**src/core/modbus_pkg.sv**
```systemverilog
package modbus_pkg;

    ////////////////////////////////////////////////////////////////////////////
    // Clock and serial timing
    localparam int          CLK_HZ      = 50_000_000;
    localparam int          OVS         = 16;
    localparam int          BAUD_RATE [8] = '{300, 600, 900, 2400, 4800, 9600, 19200, 38400};
    // Frame gap: 3.5 characters of 11 bits, in sample ticks
    localparam logic [9:0]  GAP_SAMP    = 10'h270;
    localparam int          FRAME_BYTES = 64;
    localparam logic [15:0] CRC_INIT    = 16'hffff;
    localparam logic [15:0] CRC_POLY    = 16'ha001;

    localparam logic [1:0]  PAR_NONE    = 2'h0;
    localparam logic [1:0]  PAR_EVEN    = 2'h1;
    localparam logic [1:0]  PAR_ODD     = 2'h2;

    ////////////////////////////////////////////////////////////////////////////
    // Function and exception codes
    localparam logic [7:0]  FC_RD_COILS  = 8'h01;
    localparam logic [7:0]  FC_RD_INPUTS = 8'h02;
    localparam logic [7:0]  FC_RD_HOLD   = 8'h03;
    localparam logic [7:0]  FC_RD_INREG  = 8'h04;
    localparam logic [7:0]  FC_WR_COIL   = 8'h05;
    localparam logic [7:0]  FC_WR_REG    = 8'h06;
    localparam logic [7:0]  FC_WR_COILS  = 8'h0f;
    localparam logic [7:0]  FC_WR_REGS   = 8'h10;

    localparam logic [7:0]  EXC_NONE     = 8'h00;
    localparam logic [7:0]  EXC_ILL_FUNC = 8'h01;
    localparam logic [7:0]  EXC_ILL_ADDR = 8'h02;
    localparam logic [7:0]  EXC_ILL_VAL  = 8'h03;

    localparam logic [15:0] COIL_ON      = 16'hff00;
    localparam logic [15:0] MAX_BITS     = 16'h07d0;
    localparam logic [15:0] MAX_WORDS    = 16'h007d;

    ////////////////////////////////////////////////////////////////////////////
    // Address map
    localparam logic [15:0] LIM_TMRV    = 16'h0100;
    localparam logic [15:0] BASE_CNTV   = 16'h0200;
    localparam logic [15:0] LIM_CNTV    = 16'h0300;
    localparam logic [15:0] BASE_DATA   = 16'h0400;
    localparam logic [15:0] BASE_IO     = 16'h0800;
    localparam logic [15:0] BASE_RELAY  = 16'h0c00;
    localparam logic [15:0] LIM_SYSREL  = 16'h0e00;
    localparam logic [15:0] BASE_STAGE  = 16'h1400;
    localparam logic [15:0] BASE_TMRC   = 16'h1800;
    localparam logic [15:0] BASE_CNTC   = 16'h1900;
    localparam logic [15:0] LIM_CNTC    = 16'h1a00;

    typedef enum logic [3:0] {
        SPACE_NONE, SPACE_IN, SPACE_SYSREL, SPACE_OUT, SPACE_CREL, SPACE_STAGE,
        SPACE_TMRC, SPACE_CNTC, SPACE_TMRV, SPACE_CNTV, SPACE_DATA
    } space_t;

    typedef enum logic [1:0] {KIND_COIL, KIND_INPUT, KIND_WORD} kind_t;

    typedef struct packed {
        logic        ok;
        space_t      sp;
        logic [10:0] idx;
    } map_t;

    function automatic logic [13:0] baud_div(input logic [2:0] sel);
        return 14'(CLK_HZ / (OVS * BAUD_RATE[sel]));
    endfunction

    function automatic logic [15:0] crc_step(input logic [15:0] crc, input logic [7:0] b);
        logic [15:0] r;
        r = crc ^ {8'h00, b};
        for (int k = 0; k < 8; k++) begin
            r = r[0] ? ((r >> 1) ^ CRC_POLY) : (r >> 1);
        end
        return r;
    endfunction

    function automatic map_t addr_map(input kind_t k, input logic [15:0] a);
        map_t m;
        m = '{1'b0, SPACE_NONE, 11'h000};
        if (k == KIND_WORD) begin
            if (a < LIM_TMRV) m = '{1'b1, SPACE_TMRV, 11'(a)};
            else if (a >= BASE_CNTV && a < LIM_CNTV) m = '{1'b1, SPACE_CNTV, 11'(a - BASE_CNTV)};
            else if (a >= BASE_DATA && a < BASE_IO) m = '{1'b1, SPACE_DATA, 11'(a - BASE_DATA)};
        end else if (k == KIND_INPUT) begin
            if (a >= BASE_IO && a < BASE_RELAY) m = '{1'b1, SPACE_IN, 11'(a - BASE_IO)};
            else if (a >= BASE_RELAY && a < LIM_SYSREL) m = '{1'b1, SPACE_SYSREL, 11'(a - BASE_RELAY)};
        end else begin
            if (a >= BASE_IO && a < BASE_RELAY) m = '{1'b1, SPACE_OUT, 11'(a - BASE_IO)};
            else if (a >= BASE_RELAY && a < BASE_STAGE) m = '{1'b1, SPACE_CREL, 11'(a - BASE_RELAY)};
            else if (a >= BASE_STAGE && a < BASE_TMRC) m = '{1'b1, SPACE_STAGE, 11'(a - BASE_STAGE)};
            else if (a >= BASE_TMRC && a < BASE_CNTC) m = '{1'b1, SPACE_TMRC, 11'(a - BASE_TMRC)};
            else if (a >= BASE_CNTC && a < LIM_CNTC) m = '{1'b1, SPACE_CNTC, 11'(a - BASE_CNTC)};
        end
        return m;
    endfunction

endpackage

```
**src/core/modbus_slave_decoder.sv**
```systemverilog
`timescale 1ns/1ps
// Summary of operation
// - Only RTU frames are accepted: silence-delimited, CRC-checked.
// - Requests are serviced by hardware alone, no program involvement.
// - Code 01 reads a run of output, relay, stage, timer or counter contacts.
// - Code 02 reads a run of physical inputs or system relay bits.
// - Code 05 forces one coil on or off, slave mode only.
// - Code 15 forces a run of coils on or off.
// - Codes 03 and 04 read one or more consecutive 16-bit words.
// - Code 06 writes one data word, slave mode only.
// - Code 16 writes a run of data words.
// - Bit spaces and word spaces use different address equations.
// - Bit address is index plus base: 2048 I/O, 3072 relays, 6144 timers.
// - Stage bits at coils 5120 to 6143; counter contacts from 6400.
// - Word register address is the word index plus base: 0 timers, 512 counters, 1024 data.
// - Timer values are input registers 0 to 255.
// - Counter values are input registers 512 to 767.
// - User data words are holding registers 1024 to 2047.
// - Port is slave after power-up and again after any master activity.
// - Bit rate selectable among eight rates, common to all nodes.
// - Characters take one or two stop bits and none, even or odd parity.
module modbus_slave_decoder
    import modbus_pkg::*;
(
    input  wire logic         clk,
    input  wire logic         reset_n,
    input  wire logic         rx_pin,
    input  wire logic [2:0]   baud_sel,
    input  wire logic [1:0]   parity_mode,
    input  wire logic         two_stop,
    input  wire logic [7:0]   station_addr,
    input  wire logic         master_busy,
    output logic              mem_req,
    output logic              mem_we,
    output modbus_pkg::space_t mem_space,
    output logic [10:0]       mem_index,
    output logic              mem_wbit,
    output logic [15:0]       mem_wword,
    input  wire logic [15:0]  mem_rdata,
    output logic              resp_valid,
    output logic [15:0]       resp_data,
    output logic              resp_done,
    output logic [7:0]        resp_func,
    output logic [7:0]        resp_exc
);
    import modbus_pkg::*;

    ////////////////////////////////////////////////////////////////////////////
    // State

    typedef enum logic [4:0] {
        ST_RX    = 5'h01,
        ST_CHK   = 5'h02,
        ST_RUN   = 5'h04,
        ST_DRAIN = 5'h08,
        ST_FIN   = 5'h10
    } st_t;

    typedef struct packed {
        st_t                     st;
        logic [FRAME_BYTES-1:0][7:0] buf_b;
        logic [6:0]              cnt;
        logic [15:0]             crc;
        logic                    bad;
        logic [9:0]              gap;
        logic [7:0]              fc;
        logic [15:0]             addr;
        logic [10:0]             qty;
        logic [10:0]             i;
        logic                    req;
        logic                    we;
        space_t                  sp;
        logic [10:0]             idx;
        logic                    wbit;
        logic [15:0]             wword;
        logic                    pend;
        logic                    rv;
        logic [15:0]             rdata;
        logic                    done;
        logic [7:0]              exc;
    } core_t;

    core_t c_r, c_nxt;

    logic       samp_tick;
    logic       byte_valid;
    logic [7:0] byte_data;
    logic       byte_err;

    ////////////////////////////////////////////////////////////////////////////
    // Helpers

    function automatic kind_t kind_of(input logic [7:0] fc);
        if (fc == FC_RD_INPUTS) return KIND_INPUT;
        if (fc == FC_RD_COILS || fc == FC_WR_COIL || fc == FC_WR_COILS) return KIND_COIL;
        return KIND_WORD;
    endfunction

    function automatic logic is_write(input logic [7:0] fc);
        return fc == FC_WR_COIL || fc == FC_WR_REG || fc == FC_WR_COILS || fc == FC_WR_REGS;
    endfunction

    ////////////////////////////////////////////////////////////////////////////
    // Character layer

    baud_gen u_baud (
        .clk       (clk),
        .reset_n   (reset_n),
        .baud_sel  (baud_sel),
        .samp_tick (samp_tick)
    );

    serial_rx u_rx (
        .clk         (clk),
        .reset_n     (reset_n),
        .samp_tick   (samp_tick),
        .rx_pin      (rx_pin),
        .parity_mode (parity_mode),
        .two_stop    (two_stop),
        .byte_valid  (byte_valid),
        .byte_data   (byte_data),
        .byte_err    (byte_err)
    );

    ////////////////////////////////////////////////////////////////////////////
    // Request decoder

    always_comb begin
        logic [7:0]  fc;
        logic [15:0] a;
        logic [15:0] q;
        logic [7:0]  bc;
        logic [15:0] qn;
        logic [16:0] last;
        logic        supp;
        logic        len_ok;
        logic        frame_ok;
        logic [7:0]  ex;
        kind_t       k;
        map_t        m0;
        map_t        m1;
        map_t        mr;
        logic [5:0]  bi;
        logic [5:0]  wi;

        fc   = c_r.buf_b[1];
        a    = {c_r.buf_b[2], c_r.buf_b[3]};
        q    = {c_r.buf_b[4], c_r.buf_b[5]};
        bc   = c_r.buf_b[6];
        qn   = (fc == FC_WR_COIL || fc == FC_WR_REG) ? 16'h0001 : q;
        last = {1'b0, a} + {1'b0, qn} - 17'h00001;
        supp = fc == FC_RD_COILS || fc == FC_RD_INPUTS || fc == FC_RD_HOLD
            || fc == FC_RD_INREG || is_write(fc);
        len_ok = (fc == FC_WR_COILS || fc == FC_WR_REGS)
            ? ({2'b00, c_r.cnt} == 9'h009 + {1'b0, bc}) : (c_r.cnt == 7'h08);
        // Corrupt or foreign frames are dropped without any answer
        frame_ok = !c_r.bad && c_r.crc == 16'h0000 && c_r.cnt >= 7'h04
            && c_r.buf_b[0] == station_addr && (len_ok || !supp);
        k  = kind_of(fc);
        m0 = addr_map(k, a);
        m1 = addr_map(k, last[15:0]);
        mr = addr_map(kind_of(c_r.fc), c_r.addr + 16'(c_r.i));
        bi = 6'(c_r.i[10:3]) + 6'h07;
        wi = {c_r.i[4:0], 1'b0} + 6'h07;

        ex = EXC_NONE;
        if (!supp) ex = EXC_ILL_FUNC;
        else if (qn == 16'h0000) ex = EXC_ILL_VAL;
        else if (k != KIND_WORD && qn > MAX_BITS) ex = EXC_ILL_VAL;
        else if (k == KIND_WORD && qn > MAX_WORDS) ex = EXC_ILL_VAL;
        else if (fc == FC_WR_COIL && q != COIL_ON && q != 16'h0000) ex = EXC_ILL_VAL;
        else if (fc == FC_WR_COILS && {1'b0, q} + 17'h00007 != {6'h00, bc, 3'h0}
            && (({1'b0, q} + 17'h00007) >> 3) != {9'h000, bc}) ex = EXC_ILL_VAL;
        else if (fc == FC_WR_REGS && {q, 1'b0} != {9'h000, bc}) ex = EXC_ILL_VAL;
        else if (!m0.ok || !m1.ok || last[16] || m0.sp != m1.sp) ex = EXC_ILL_ADDR;
        else if (is_write(fc) && k == KIND_WORD && m0.sp != SPACE_DATA)
            ex = EXC_ILL_ADDR;

        c_nxt       = c_r;
        c_nxt.req   = 1'b0;
        c_nxt.we    = 1'b0;
        c_nxt.done  = 1'b0;
        c_nxt.pend  = c_r.req & ~c_r.we;
        c_nxt.rv    = c_r.pend;
        c_nxt.rdata = mem_rdata;
        if (samp_tick && c_r.gap != GAP_SAMP) c_nxt.gap = c_r.gap + 10'h001;

        // Free-running: no enable from software is needed
        case (c_r.st)
            ST_RX: begin
                if (byte_valid) begin
                    c_nxt.gap = 10'h000;
                    // Marks left over from idle time must not spoil the next frame
                    if (c_r.cnt == 7'h00) c_nxt.bad = 1'b0;
                    c_nxt.crc = crc_step(c_r.crc, byte_data);
                    if (c_r.cnt == 7'(FRAME_BYTES)) begin
                        c_nxt.bad = 1'b1;
                    end else begin
                        c_nxt.buf_b[c_r.cnt[5:0]] = byte_data;
                        c_nxt.cnt = c_r.cnt + 7'h01;
                    end
                    if (byte_err) c_nxt.bad = 1'b1;
                end
                // Traffic seen while acting as master is never serviced
                if (master_busy) c_nxt.bad = 1'b1;
                if (c_r.gap == GAP_SAMP && c_r.cnt != 7'h00) c_nxt.st = ST_CHK;
            end
            ST_CHK: begin
                c_nxt.cnt  = 7'h00;
                c_nxt.crc  = CRC_INIT;
                c_nxt.bad  = 1'b0;
                c_nxt.fc   = fc;
                c_nxt.addr = a;
                c_nxt.qty  = qn[10:0];
                c_nxt.i    = 11'h000;
                c_nxt.exc  = ex;
                if (!frame_ok) c_nxt.st = ST_RX;
                else if (ex != EXC_NONE) c_nxt.st = ST_FIN;
                else c_nxt.st = ST_RUN;
            end
            ST_RUN: begin
                c_nxt.req = 1'b1;
                c_nxt.we  = is_write(c_r.fc);
                c_nxt.sp  = mr.sp;
                c_nxt.idx = mr.idx;
                c_nxt.wbit = (c_r.fc == FC_WR_COIL)
                    ? ({c_r.buf_b[4], c_r.buf_b[5]} == COIL_ON)
                    : c_r.buf_b[bi][c_r.i[2:0]];
                c_nxt.wword = (c_r.fc == FC_WR_REG)
                    ? {c_r.buf_b[4], c_r.buf_b[5]}
                    : {c_r.buf_b[wi], c_r.buf_b[6'(wi + 6'h01)]};
                c_nxt.i = c_r.i + 11'h001;
                if (c_r.i == c_r.qty - 11'h001) c_nxt.st = ST_DRAIN;
            end
            // Lets the last read word come back in the same cycle as completion
            ST_DRAIN: c_nxt.st = ST_FIN;
            ST_FIN: begin
                c_nxt.done = 1'b1;
                c_nxt.st   = ST_RX;
            end
            default: c_nxt.st = ST_RX;
        endcase
    end

    always_ff @(posedge clk) begin
        if (!reset_n) begin
            c_r <= '{st: ST_RX, crc: CRC_INIT, gap: GAP_SAMP, sp: SPACE_NONE, default: '0};
        end else begin
            c_r <= c_nxt;
        end
    end

    ////////////////////////////////////////////////////////////////////////////
    // Outputs

    assign mem_req    = c_r.req;
    assign mem_we     = c_r.we;
    assign mem_space  = c_r.sp;
    assign mem_index  = c_r.idx;
    assign mem_wbit   = c_r.wbit;
    assign mem_wword  = c_r.wword;
    assign resp_valid = c_r.rv;
    assign resp_data  = c_r.rdata;
    assign resp_done  = c_r.done;
    assign resp_func  = c_r.fc;
    assign resp_exc   = c_r.exc;

    ////////////////////////////////////////////////////////////////////////////
    // Checks

    read_returns_a: assert property (@(posedge clk) disable iff (!reset_n)
        mem_req && !mem_we |-> ##2 resp_valid) else $error("read data not returned");

    word_write_data_a: assert property (@(posedge clk) disable iff (!reset_n)
        mem_req && mem_we && (mem_space == SPACE_TMRV || mem_space == SPACE_CNTV
        || mem_space == SPACE_IN || mem_space == SPACE_SYSREL) |-> 1'b0)
        else $error("write reached an input-only space");

    coil_write_kind_a: assert property (@(posedge clk) disable iff (!reset_n)
        mem_req && mem_we && resp_func == FC_WR_COILS |-> mem_space inside
        {SPACE_OUT, SPACE_CREL, SPACE_STAGE, SPACE_TMRC, SPACE_CNTC})
        else $error("coil write outside coil spaces");

    exc_no_access_a: assert property (@(posedge clk) disable iff (!reset_n)
        resp_done && resp_exc != EXC_NONE |-> !$past(mem_req) && !$past(mem_req, 2))
        else $error("memory touched on exception");

    done_single_a: assert property (@(posedge clk) disable iff (!reset_n)
        resp_done |=> !resp_done ##1 !mem_req) else $error("done not a single pulse");

    timer_index_a: assert property (@(posedge clk) disable iff (!reset_n)
        mem_req && mem_space == SPACE_TMRV |-> mem_index < 11'h100)
        else $error("timer index out of range");

    counter_index_a: assert property (@(posedge clk) disable iff (!reset_n)
        mem_req && mem_space == SPACE_CNTV |-> mem_index < 11'h100)
        else $error("counter index out of range");

    master_blocks_a: assert property (@(posedge clk) disable iff (!reset_n)
        master_busy [*3] |-> !mem_req) else $error("access while acting as master");

    valid_from_read_a: assert property (@(posedge clk) disable iff (!reset_n)
        resp_valid |-> $past(mem_req, 2) && !$past(mem_we, 2))
        else $error("read data without a read");

    index_step_a: assert property (@(posedge clk) disable iff (!reset_n)
        mem_req && $past(mem_req) |-> mem_index == $past(mem_index) + 11'h001)
        else $error("group index not ascending");

    space_held_a: assert property (@(posedge clk) disable iff (!reset_n)
        mem_req && $past(mem_req)
        |-> mem_space == $past(mem_space) && mem_we == $past(mem_we))
        else $error("group changed space");

    coil_read_kind_a: assert property (@(posedge clk) disable iff (!reset_n)
        mem_req && resp_func == FC_RD_COILS |-> !mem_we && mem_space inside
        {SPACE_OUT, SPACE_CREL, SPACE_STAGE, SPACE_TMRC, SPACE_CNTC})
        else $error("coil read outside coil spaces");

    input_read_kind_a: assert property (@(posedge clk) disable iff (!reset_n)
        mem_req && resp_func == FC_RD_INPUTS
        |-> !mem_we && mem_space inside {SPACE_IN, SPACE_SYSREL})
        else $error("input read outside input spaces");

    word_read_kind_a: assert property (@(posedge clk) disable iff (!reset_n)
        mem_req && (resp_func == FC_RD_HOLD || resp_func == FC_RD_INREG)
        |-> !mem_we && mem_space inside {SPACE_TMRV, SPACE_CNTV, SPACE_DATA})
        else $error("word read outside word spaces");

    coil_force_kind_a: assert property (@(posedge clk) disable iff (!reset_n)
        mem_req && resp_func == FC_WR_COIL |-> mem_we && mem_space inside
        {SPACE_OUT, SPACE_CREL, SPACE_STAGE, SPACE_TMRC, SPACE_CNTC})
        else $error("coil force outside coil spaces");

    reg_write_kind_a: assert property (@(posedge clk) disable iff (!reset_n)
        mem_req && (resp_func == FC_WR_REG || resp_func == FC_WR_REGS)
        |-> mem_we && mem_space == SPACE_DATA)
        else $error("word write outside user data");

    data_index_a: assert property (@(posedge clk) disable iff (!reset_n)
        mem_req && mem_space == SPACE_DATA |-> mem_index < 11'h400)
        else $error("data index out of range");

endmodule

```
**src/core/baud_gen.sv**
```systemverilog
`timescale 1ns/1ps
module baud_gen (
    input  wire logic       clk,
    input  wire logic       reset_n,
    input  wire logic [2:0] baud_sel,
    output logic            samp_tick
);
    import modbus_pkg::*;

    typedef struct packed {
        logic [13:0] cnt;
        logic        tick;
    } bg_t;

    bg_t c_r, c_nxt;

    always_comb begin
        c_nxt = c_r;
        c_nxt.tick = 1'b0;
        if (c_r.cnt == 14'h0000) begin
            c_nxt.cnt  = baud_div(baud_sel) - 14'h0001;
            c_nxt.tick = 1'b1;
        end else begin
            c_nxt.cnt = c_r.cnt - 14'h0001;
        end
    end

    always_ff @(posedge clk) begin
        if (!reset_n) c_r <= '0;
        else c_r <= c_nxt;
    end

    assign samp_tick = c_r.tick;

    tick_spacing_a: assert property (@(posedge clk) disable iff (!reset_n)
        samp_tick |=> !samp_tick [*8]) else $error("sample tick too close");

endmodule

```
**src/core/serial_rx.sv**
```systemverilog
`timescale 1ns/1ps
module serial_rx (
    input  wire logic       clk,
    input  wire logic       reset_n,
    input  wire logic       samp_tick,
    input  wire logic       rx_pin,
    input  wire logic [1:0] parity_mode,
    input  wire logic       two_stop,
    output logic            byte_valid,
    output logic [7:0]      byte_data,
    output logic            byte_err
);
    import modbus_pkg::*;

    typedef enum logic [4:0] {
        RX_IDLE = 5'h01, RX_START = 5'h02, RX_DATA = 5'h04, RX_PAR = 5'h08, RX_STOP = 5'h10
    } rx_st_t;

    typedef struct packed {
        rx_st_t     st;
        logic [1:0] sync;
        logic [3:0] ph;
        logic [2:0] n;
        logic [7:0] sh;
        logic       stop2;
        logic       err;
        logic       vld;
    } rx_t;

    rx_t c_r, c_nxt;
    logic line;

    assign line = c_r.sync[1];

    always_comb begin
        c_nxt = c_r;
        c_nxt.sync = {c_r.sync[0], rx_pin};
        c_nxt.vld  = 1'b0;
        if (samp_tick) begin
            c_nxt.ph = c_r.ph + 4'h1;
            case (c_r.st)
                RX_IDLE: begin
                    c_nxt.ph = 4'h0;
                    if (!line) c_nxt.st = RX_START;
                end
                RX_START: if (c_r.ph == 4'h7) begin
                    c_nxt.ph = 4'h0;
                    c_nxt.n  = 3'h0;
                    c_nxt.err = 1'b0;
                    c_nxt.stop2 = two_stop;
                    c_nxt.st = line ? RX_IDLE : RX_DATA;
                end
                RX_DATA: if (c_r.ph == 4'hf) begin
                    c_nxt.sh = {line, c_r.sh[7:1]};
                    c_nxt.n  = c_r.n + 3'h1;
                    if (c_r.n == 3'h7) c_nxt.st = (parity_mode == PAR_NONE) ? RX_STOP : RX_PAR;
                end
                RX_PAR: if (c_r.ph == 4'hf) begin
                    if (line != ((^c_r.sh) ^ (parity_mode == PAR_ODD))) c_nxt.err = 1'b1;
                    c_nxt.st = RX_STOP;
                end
                RX_STOP: if (c_r.ph == 4'hf) begin
                    if (!line) c_nxt.err = 1'b1;
                    c_nxt.stop2 = 1'b0;
                    if (!c_r.stop2) begin
                        c_nxt.vld = 1'b1;
                        c_nxt.st  = RX_IDLE;
                    end
                end
                default: c_nxt.st = RX_IDLE;
            endcase
        end
    end

    always_ff @(posedge clk) begin
        if (!reset_n) c_r <= '{st: RX_IDLE, sync: 2'h3, default: '0};
        else c_r <= c_nxt;
    end

    assign byte_valid = c_r.vld;
    assign byte_data  = c_r.sh;
    assign byte_err   = c_r.vld & c_r.err;

    byte_pulse_a: assert property (@(posedge clk) disable iff (!reset_n)
        byte_valid |=> !byte_valid [*8]) else $error("received bytes too close");

endmodule

```
**config.mk**
```make
export PLATFORM = sky130hd
export DESIGN_NAME = modbus_slave_decoder
export DESIGN_NICKNAME = d
export VERILOG_FILES = /design/src/core/modbus_pkg.sv /design/src/core/modbus_slave_decoder.sv /design/src/core/baud_gen.sv /design/src/core/serial_rx.sv
export SDC_FILE = /design/constraint.sdc
export NUM_CORES = 2
export LEC_CHECK = 0
export ABC_AREA = 1
export BUFFER_PORTS_ARGS = -buffer_cell sky130_fd_sc_hd__clkbuf_2
export CAP_MARGIN = 20
export CORE_UTILIZATION = 45
export DETAILED_ROUTE_END_ITERATION = 6
export PLACE_DENSITY = 0.64
export SLEW_MARGIN = 10
export SYNTH_ARGS = -nofsm -noshare
export SYNTH_HDL_FRONTEND = slang
export SYNTH_SLANG_ARGS = --single-unit
```
**constraint.sdc**
```tcl
create_clock -name clk -period 111.8 [get_ports clk]
set_input_delay 11.18 -clock clk [delete_from_list [all_inputs] [get_ports clk]]
set_output_delay 11.18 -clock clk [all_outputs]
set_load 0.02 [all_outputs]
```
After elaboration in Yosys (flattened, before gate mapping)
Memory sizes are Yosys's and may differ from the RTL's. Index checks and enable logic that the tools add are counted.

Flip-flop bits (word level): 698. ROM bits: 256. Bits of input ports: 34. Output and inout port bits: 68. Word-level logic and storage cells: 483. Memories kept: 1.

Memory list: (no name shown) (depth 8, bits a word 32, read ports 1, clocked after Yosys merged registers in 0, wr ports 0, RTL line modbus_pkg.sv:66) `return 14'(CLK_HZ / (OVS * BAUD_RATE[sel]));`.

Add/subtract/negate cells: 37. Divide/modulo/power cells: 1. $lt $le $gt $ge: 58. Equality and inequality tests: 63. Muxes and demuxes: 125. Bitwise logic cells: 15. Reduce and logical (&&, ||, !) cells: 89.

Operators with widths (count): 16-bit 2-to-1 mux (34); 512-bit bitwise mux (1); 16-bit by 13-bit less-than comparator with 1-bit output (second input constant) (12); 15-bit 2-to-1 mux (10); 8-bit binary-select mux with 6-bit select (3); 16-bit by 13-bit >= comparator with 1-bit output (second input constant) (9); 16-bit by 12-bit less-than comparator with 1-bit output (second input constant) (9); 11-bit subtractor (second input constant) (9); 16-bit by 12-bit >= comparator with 1-bit output (second input constant) (6); 11-bit by 1-bit subtractor with 11-bit output (second input constant) (7); 34-bit 2-to-1 mux (2); 5-bit 2-to-1 mux (12); 28-bit 2-to-1 mux (2); 8-bit demux with 6-bit select (1); 16-bit by 10-bit >= comparator with 1-bit output (second input constant) (3); 16-bit by 11-bit >= comparator with 1-bit output (second input constant) (3); 16-bit by 10-bit less-than comparator with 1-bit output (second input constant) (3); 16-bit by 9-bit less-than comparator with 1-bit output (second input constant) (3); 24-bit one-hot mux with 2 select lines (1); 8-bit by 3-bit == test with 1-bit output (second input constant) (5); 1-bit logical AND (40); 2-bit 2-to-1 mux (18); 11-bit by 10-bit subtractor with 11-bit output (second input constant) (3); 11-bit by 9-bit subtractor with 11-bit output (second input constant) (3); 93 further kinds (189).

Longest topological paths before layout
Depth in word-level cells: 30. Depth in mapped cells: 318. Gate-level depth less buffers: 297.

By module
A second synthesis with hierarchy kept.

Cells, all modules: 8809. Area, all modules: 55582.1 sq um.

By module, submodules not included: modbus_slave_decoder (instances 1, cells an instance 5599, area each 37333.3 sq um, seq. area each 13052.5 sq um); baud_gen (instances 1, cells an instance 2994, area each 16733.5 sq um, seq. area each 300.3 sq um); serial_rx (instances 1, cells an instance 216, area each 1515.2 sq um, seq. area each 500.5 sq um).

Worst setup path before layout
Ideal clock, no wire load.

Path kind: input port to flip-flop. Start point: in baud_sel[2]. End point: reg u_baud.c_r[13] (netlist bit). Library setup time: 0.125 ns. Arrival time: 48.747 ns. Required time: 111.675 ns. Path slack: 62.928 ns. Cell stages on the path: 301. Buffers on the path: 25. Cells stage by stage: buf_6 -> buf_12 -> nor2_1 -> inv_1 -> ha_1 -> nand3_1 -> nand2_1 -> nand2_1 -> nand2_1 -> nand3_1 -> inv_1 -> ha_1 -> nand2_1 -> nand2_1 -> nand3_4 -> o21ai_1 -> inv_1 -> ha_1 -> [... 265 more ...] -> ha_1 -> a21oi_1 -> nand3b_1 -> nand2_1 -> inv_1 -> nand3_1 -> nand2_1 -> nand2_2 -> nand2_4 -> buf_6 -> ha_1 -> inv_1 -> nor2_1 -> nand2_1 -> nor2_1 -> nand4_1 -> o21ai_0 -> a21oi_1.

Cells in the longest elaborated chain, start to end: 7.

Ends and longest elaborated chain: start, declared (RTL line modbus_slave_decoder.sv:28) `input wire logic [2:0] baud_sel,`; 3-bit inverter with 4-bit output (implied by the code) (RTL line modbus_pkg.sv:66); memory 8 x 32 bit; 28-bit 2-to-1 mux (implied by the code) (2 in series) (RTL line modbus_pkg.sv:66); 27-bit by 32-bit divider with 32-bit output (RTL line modbus_pkg.sv:66); 14-bit by 1-bit subtractor with 14-bit output (RTL line baud_gen.sv:21) `c_nxt.cnt = baud_div(baud_sel) - 14'h0001;`; 14-bit 2-to-1 mux (RTL line baud_gen.sv:20) `if (c_r.cnt == 14'h0000) begin`; end signal, assigned (RTL line baud_gen.sv:30) `else c_r <= c_nxt;`; end, declared (RTL line baud_gen.sv:15) `bg_t c_r, c_nxt;`.

No other way between the ends. The select of a mux whose other input is x is not followed. A chain may end at the register's enable or synchronous reset.

Worst setup path in the final report
Start point: in baud_sel[0]. End point: reg u_baud.c_r[13] (netlist bit).

The elaborated chain is that of the path after synthesis.

==> out/metrics.yaml <==
grt_pass1_wl_um: 321000
worstPathArrival_ns: 54.51
critPathTopFamily: "simple AND/OR/NAND/NOR gates"
ff2ff_path_depth: 44
synth_fa_ha_area_share_pct: 6.58
portBuffers: 95
finalCritPeriodShare_pct: 48.3
synthXorXnorAreaFrac_pct: 3.81
routed_via_density: 5.89
die_area_um2: 122000
drtPass1Iterations: 7
coreArea_um2: 120000
placed_area_um2: 55100
syn2layout_area_growth_pct: 6.25
cts_htree_levels: 3
io-pin-count: 102
cp.required_ns: 112.36
maxSlewViolCount: 0
ys_ff_latch: 692
slowest_delay_ns: 0.58
dr.first_iter.drc_count: 6822
cp_num_buf_inv: 44
endpoint_kind: "flip-flop"
slew_headroom_pct: 8.73
worstReg2RegEnd: "c_r[655]$_SDFFE_PN0P_"
syn_inst: 8412
ys_types: 89
synth_top_family_by_area: "compound AO/OA/AOI/OAI gates"
fmax_ghz: 0.0185
grt_pass1_vias: 52200
timing.rr.start: "c_r[155]$_SDFFE_PN0P_"
gp_congestion: 1.02
hpwl_um: 149000
postCtsHoldBufs: 0
vias: 57700
setup-violations-final: 0
nNetsFinal: 8446
fin_crit_ns: 53.95
synthSimpleGateAreaFrac_pct: 24.3
synth_compound_gate_area_share_pct: 26.7
clock_sinks: 692
clk_pin_slew_worst_paths_ns: 0.07
post_cts_buffers: 0
reg2reg_slack_ns: 104.94
start_util_pct: 45.4
syn_area_um2: 54500
finalSetupTns_ns: 0
crit_fanout: 30
yosys_warnings: 0
synth-edff-count: 0
critical_path_class: "in -> reg"
cts_buffers: 81
fin_area_um2: 57900
cts_tree: "built"
wl_per_cell_um: 22.0
min_from: "u_rx.c_nxt[19]$_SDFF_PN1_"
grt_antenna_before_repair: 4
grt_overflow: 0
clock_latency_ns: 0.69
cts_resized: 0
cts_root_buffer: "clkbuf_16"
synth.avg_cell_area_um2: 6.47
fillers: 12400
yosys_most_used_dff: "dfxtp_1"
hold_path_depth: 1
grt_max_degree: 253
post_route_cells_drive_above_1_share_pct: 8.35
wl_um: 216000
status: "complete, but fails checks"
async_reset_ff_share_pct: 0
startpoint_type: "input port"
track_usage_pct: 33.9
hold_class: "reg -> reg"
finalClockSkew_ns: 0.0390
seq_area_frac_synth_pct: 25.4
drtAntennaViolNets: 0
hold_viol_final: 0
clockBufferDepth: 3
tightest_slew_ns: 1.37
min_to: "u_rx.c_r[19]$_SDFF_PN1_"
synthMuxAreaShare_pct: 0.0184
rows: 127
drc: 2
maxCapViolations: 0
die_h_um: 350
slowest_stage: "a211oi_1"
violations: "design-rule violations"
rsz0062_at_grt: "false"
critPathMostFrequentCell: "nand2_1"
die_width_um: 350
[metrics by stage]
stage          cells  setup WS (ns)  utilization [%]  hold slack, ns
5_1_grt         9806          53.26             48.2           0.421
3_5_place_dp    9657          57.91             45.9           0.397
2_1_floorplan   8420          62.93                -           0.390
3_3_place_gp    9656          59.13             45.9           0.395
6_report        9807          57.85             48.2           0.413
4_1_cts         9805          58.50             48.2           0.413
[registers in the layout (all words and copies together) (netlist names)]
name              count
u_rx.c_r             15
u_rx.byte_data        8
mem_we                1
u_baud.samp_tick      1
c_nxt                 1
u_rx.byte_valid       1
mem_index            11
resp_func             8
resp_data            16
resp_exc              2
mem_space             4
u_baud.c_r           14
u_rx.c_nxt            1
mem_req               1
mem_wbit              1
mem_wword            16
c_r                 589
resp_done             1
resp_valid            1
[worst max path at each step]
stage                     start                         to  slack, ns  cells past startpoint
floorplan           baud_sel[2]  u_baud.c_r[13]$_SDFF_PN0_      62.93                    301
global placement    baud_sel[0]  u_baud.c_r[13]$_SDFF_PN0_      59.13                    270
detailed placement  baud_sel[0]  u_baud.c_r[13]$_SDFF_PN0_      57.91                    276
CTS                 baud_sel[0]  u_baud.c_r[11]$_SDFF_PN0_      58.50                    276
global route        baud_sel[0]  u_baud.c_r[11]$_SDFF_PN0_      53.26                    274
finish              baud_sel[0]  u_baud.c_r[13]$_SDFF_PN0_      57.85                    273
[layout by cell type (no fill, tap or decap), drive strengths merged, types with 3 or more instances in the layout]
cell / n
a2111oi: 4
a211oi: 10
a21boi: 4
a21o: 10
a21oi: 1182
a221o: 6
a221oi: 15
a22oi: 3
a31oi: 38
and2: 6
buf: 81
bufinv: 6
clkbuf: 216
clkinv: 35
conb: 10
dfxtp: 692
fa: 6
ha: 277
inv: 1161
nand2: 1229
nand3: 765
nand3b: 13
nand4: 100
nor2: 473
nor3: 90
nor3b: 6
nor4: 29
o2111ai: 6
o211ai: 16
o21a: 8
o21ai: 1204
o21bai: 25
o221ai: 67
o22ai: 86
o311ai: 3
o31ai: 21
or2: 33
xnor2: 86
xor2: 149
[cell usage after synthesis, drive strengths merged, types with 8 or more instances]
| library cell | instances | share of area (%) |
|---|---|---|
| o21a | 8 | 0.11 |
| xnor2 | 86 | 1.4 |
| xor2 | 149 | 2.4 |
| nor2 | 473 | 3.5 |
| nand3b | 13 | 0.19 |
| o31ai | 21 | 0.29 |
| o221ai | 67 | 1.1 |
| inv | 1156 | 8.0 |
| a21oi | 1182 | 11 |
| buf | 140 | 1.9 |
| ha | 277 | 6.4 |
| o211ai | 16 | 0.22 |
| a221oi | 15 | 0.25 |
| dfxtp | 692 | 25 |
| nor3 | 90 | 0.90 |
| or2 | 33 | 0.38 |
| clkbuf | 408 | 3.0 |
| clkinv | 21 | 0.16 |
| nand4 | 100 | 1.2 |
| o21ai | 1204 | 11 |
| nand3 | 765 | 8.0 |
| a31oi | 38 | 0.44 |
| nor4 | 29 | 0.33 |
| o21bai | 25 | 0.35 |
| nand2 | 1229 | 9.6 |
| o22ai | 86 | 0.99 |
| a211oi | 10 | 0.14 |
| a21o | 10 | 0.14 |
[layer usage]
| metal | routed length [um] | vias to the layer above | track usage [%] |
|---|---|---|---|
| li1 | - | 27800 | - |
| met1 | 92100 | 26600 | 46.0 |
| met2 | 90800 | 2827 | 51.2 |
| met3 | 24000 | 515 | 8.73 |
| met4 | 8830 | 4 | 13.1 |
| met5 | 26 | - | 0 |
[kinds of logic (layout without fill, tap and decap cells)]
kind of cell / Yosys count / in the layout
AND/OR/NAND/NOR: 2748 / 2748
AO/OA/AOI/OAI: 2725 / 2725
buffers and inverters: 1726 / 1500
flip-flops: 692 / 692
adder cells (fa/ha/maj): 283 / 283
XOR/XNOR: 235 / 235
other: 2 / 11
multiplexers: 1 / 1
[worst reg2reg max path, delay by kind of cell, from the launching register on]
kind | cells | cell delay (ns)
xor gates and xnor gates | 1 | 0.14
AOI/OAI and AO/OA | 11 | 1.74
buffers and inverters | 10 | 1.26
adders and majority gates | 3 | 0.78
DFF | 1 | 0.33
and+or+nand+nor | 19 | 2.54
[final cells by class]
class / count / area [um2] / share of cell area [%]
Antenna cell: 1 / 2.50 / 0.00432
Clock buffer: 122 / 2430 / 4.20
Clock inverter: 26 / 374 / 0.646
Inverter: 1177 / 4460 / 7.70
Multi-Input combinational cell: 6002 / 33600 / 58.1
Sequential cell: 692 / 13900 / 24.0
Tap cell: 1612 / 2020 / 3.49
Timing Repair Buffer: 175 / 1100 / 1.89
Power is not shown: default switching activity piles up to over one toggle a cycle in this logic, so the estimate is an artifact.
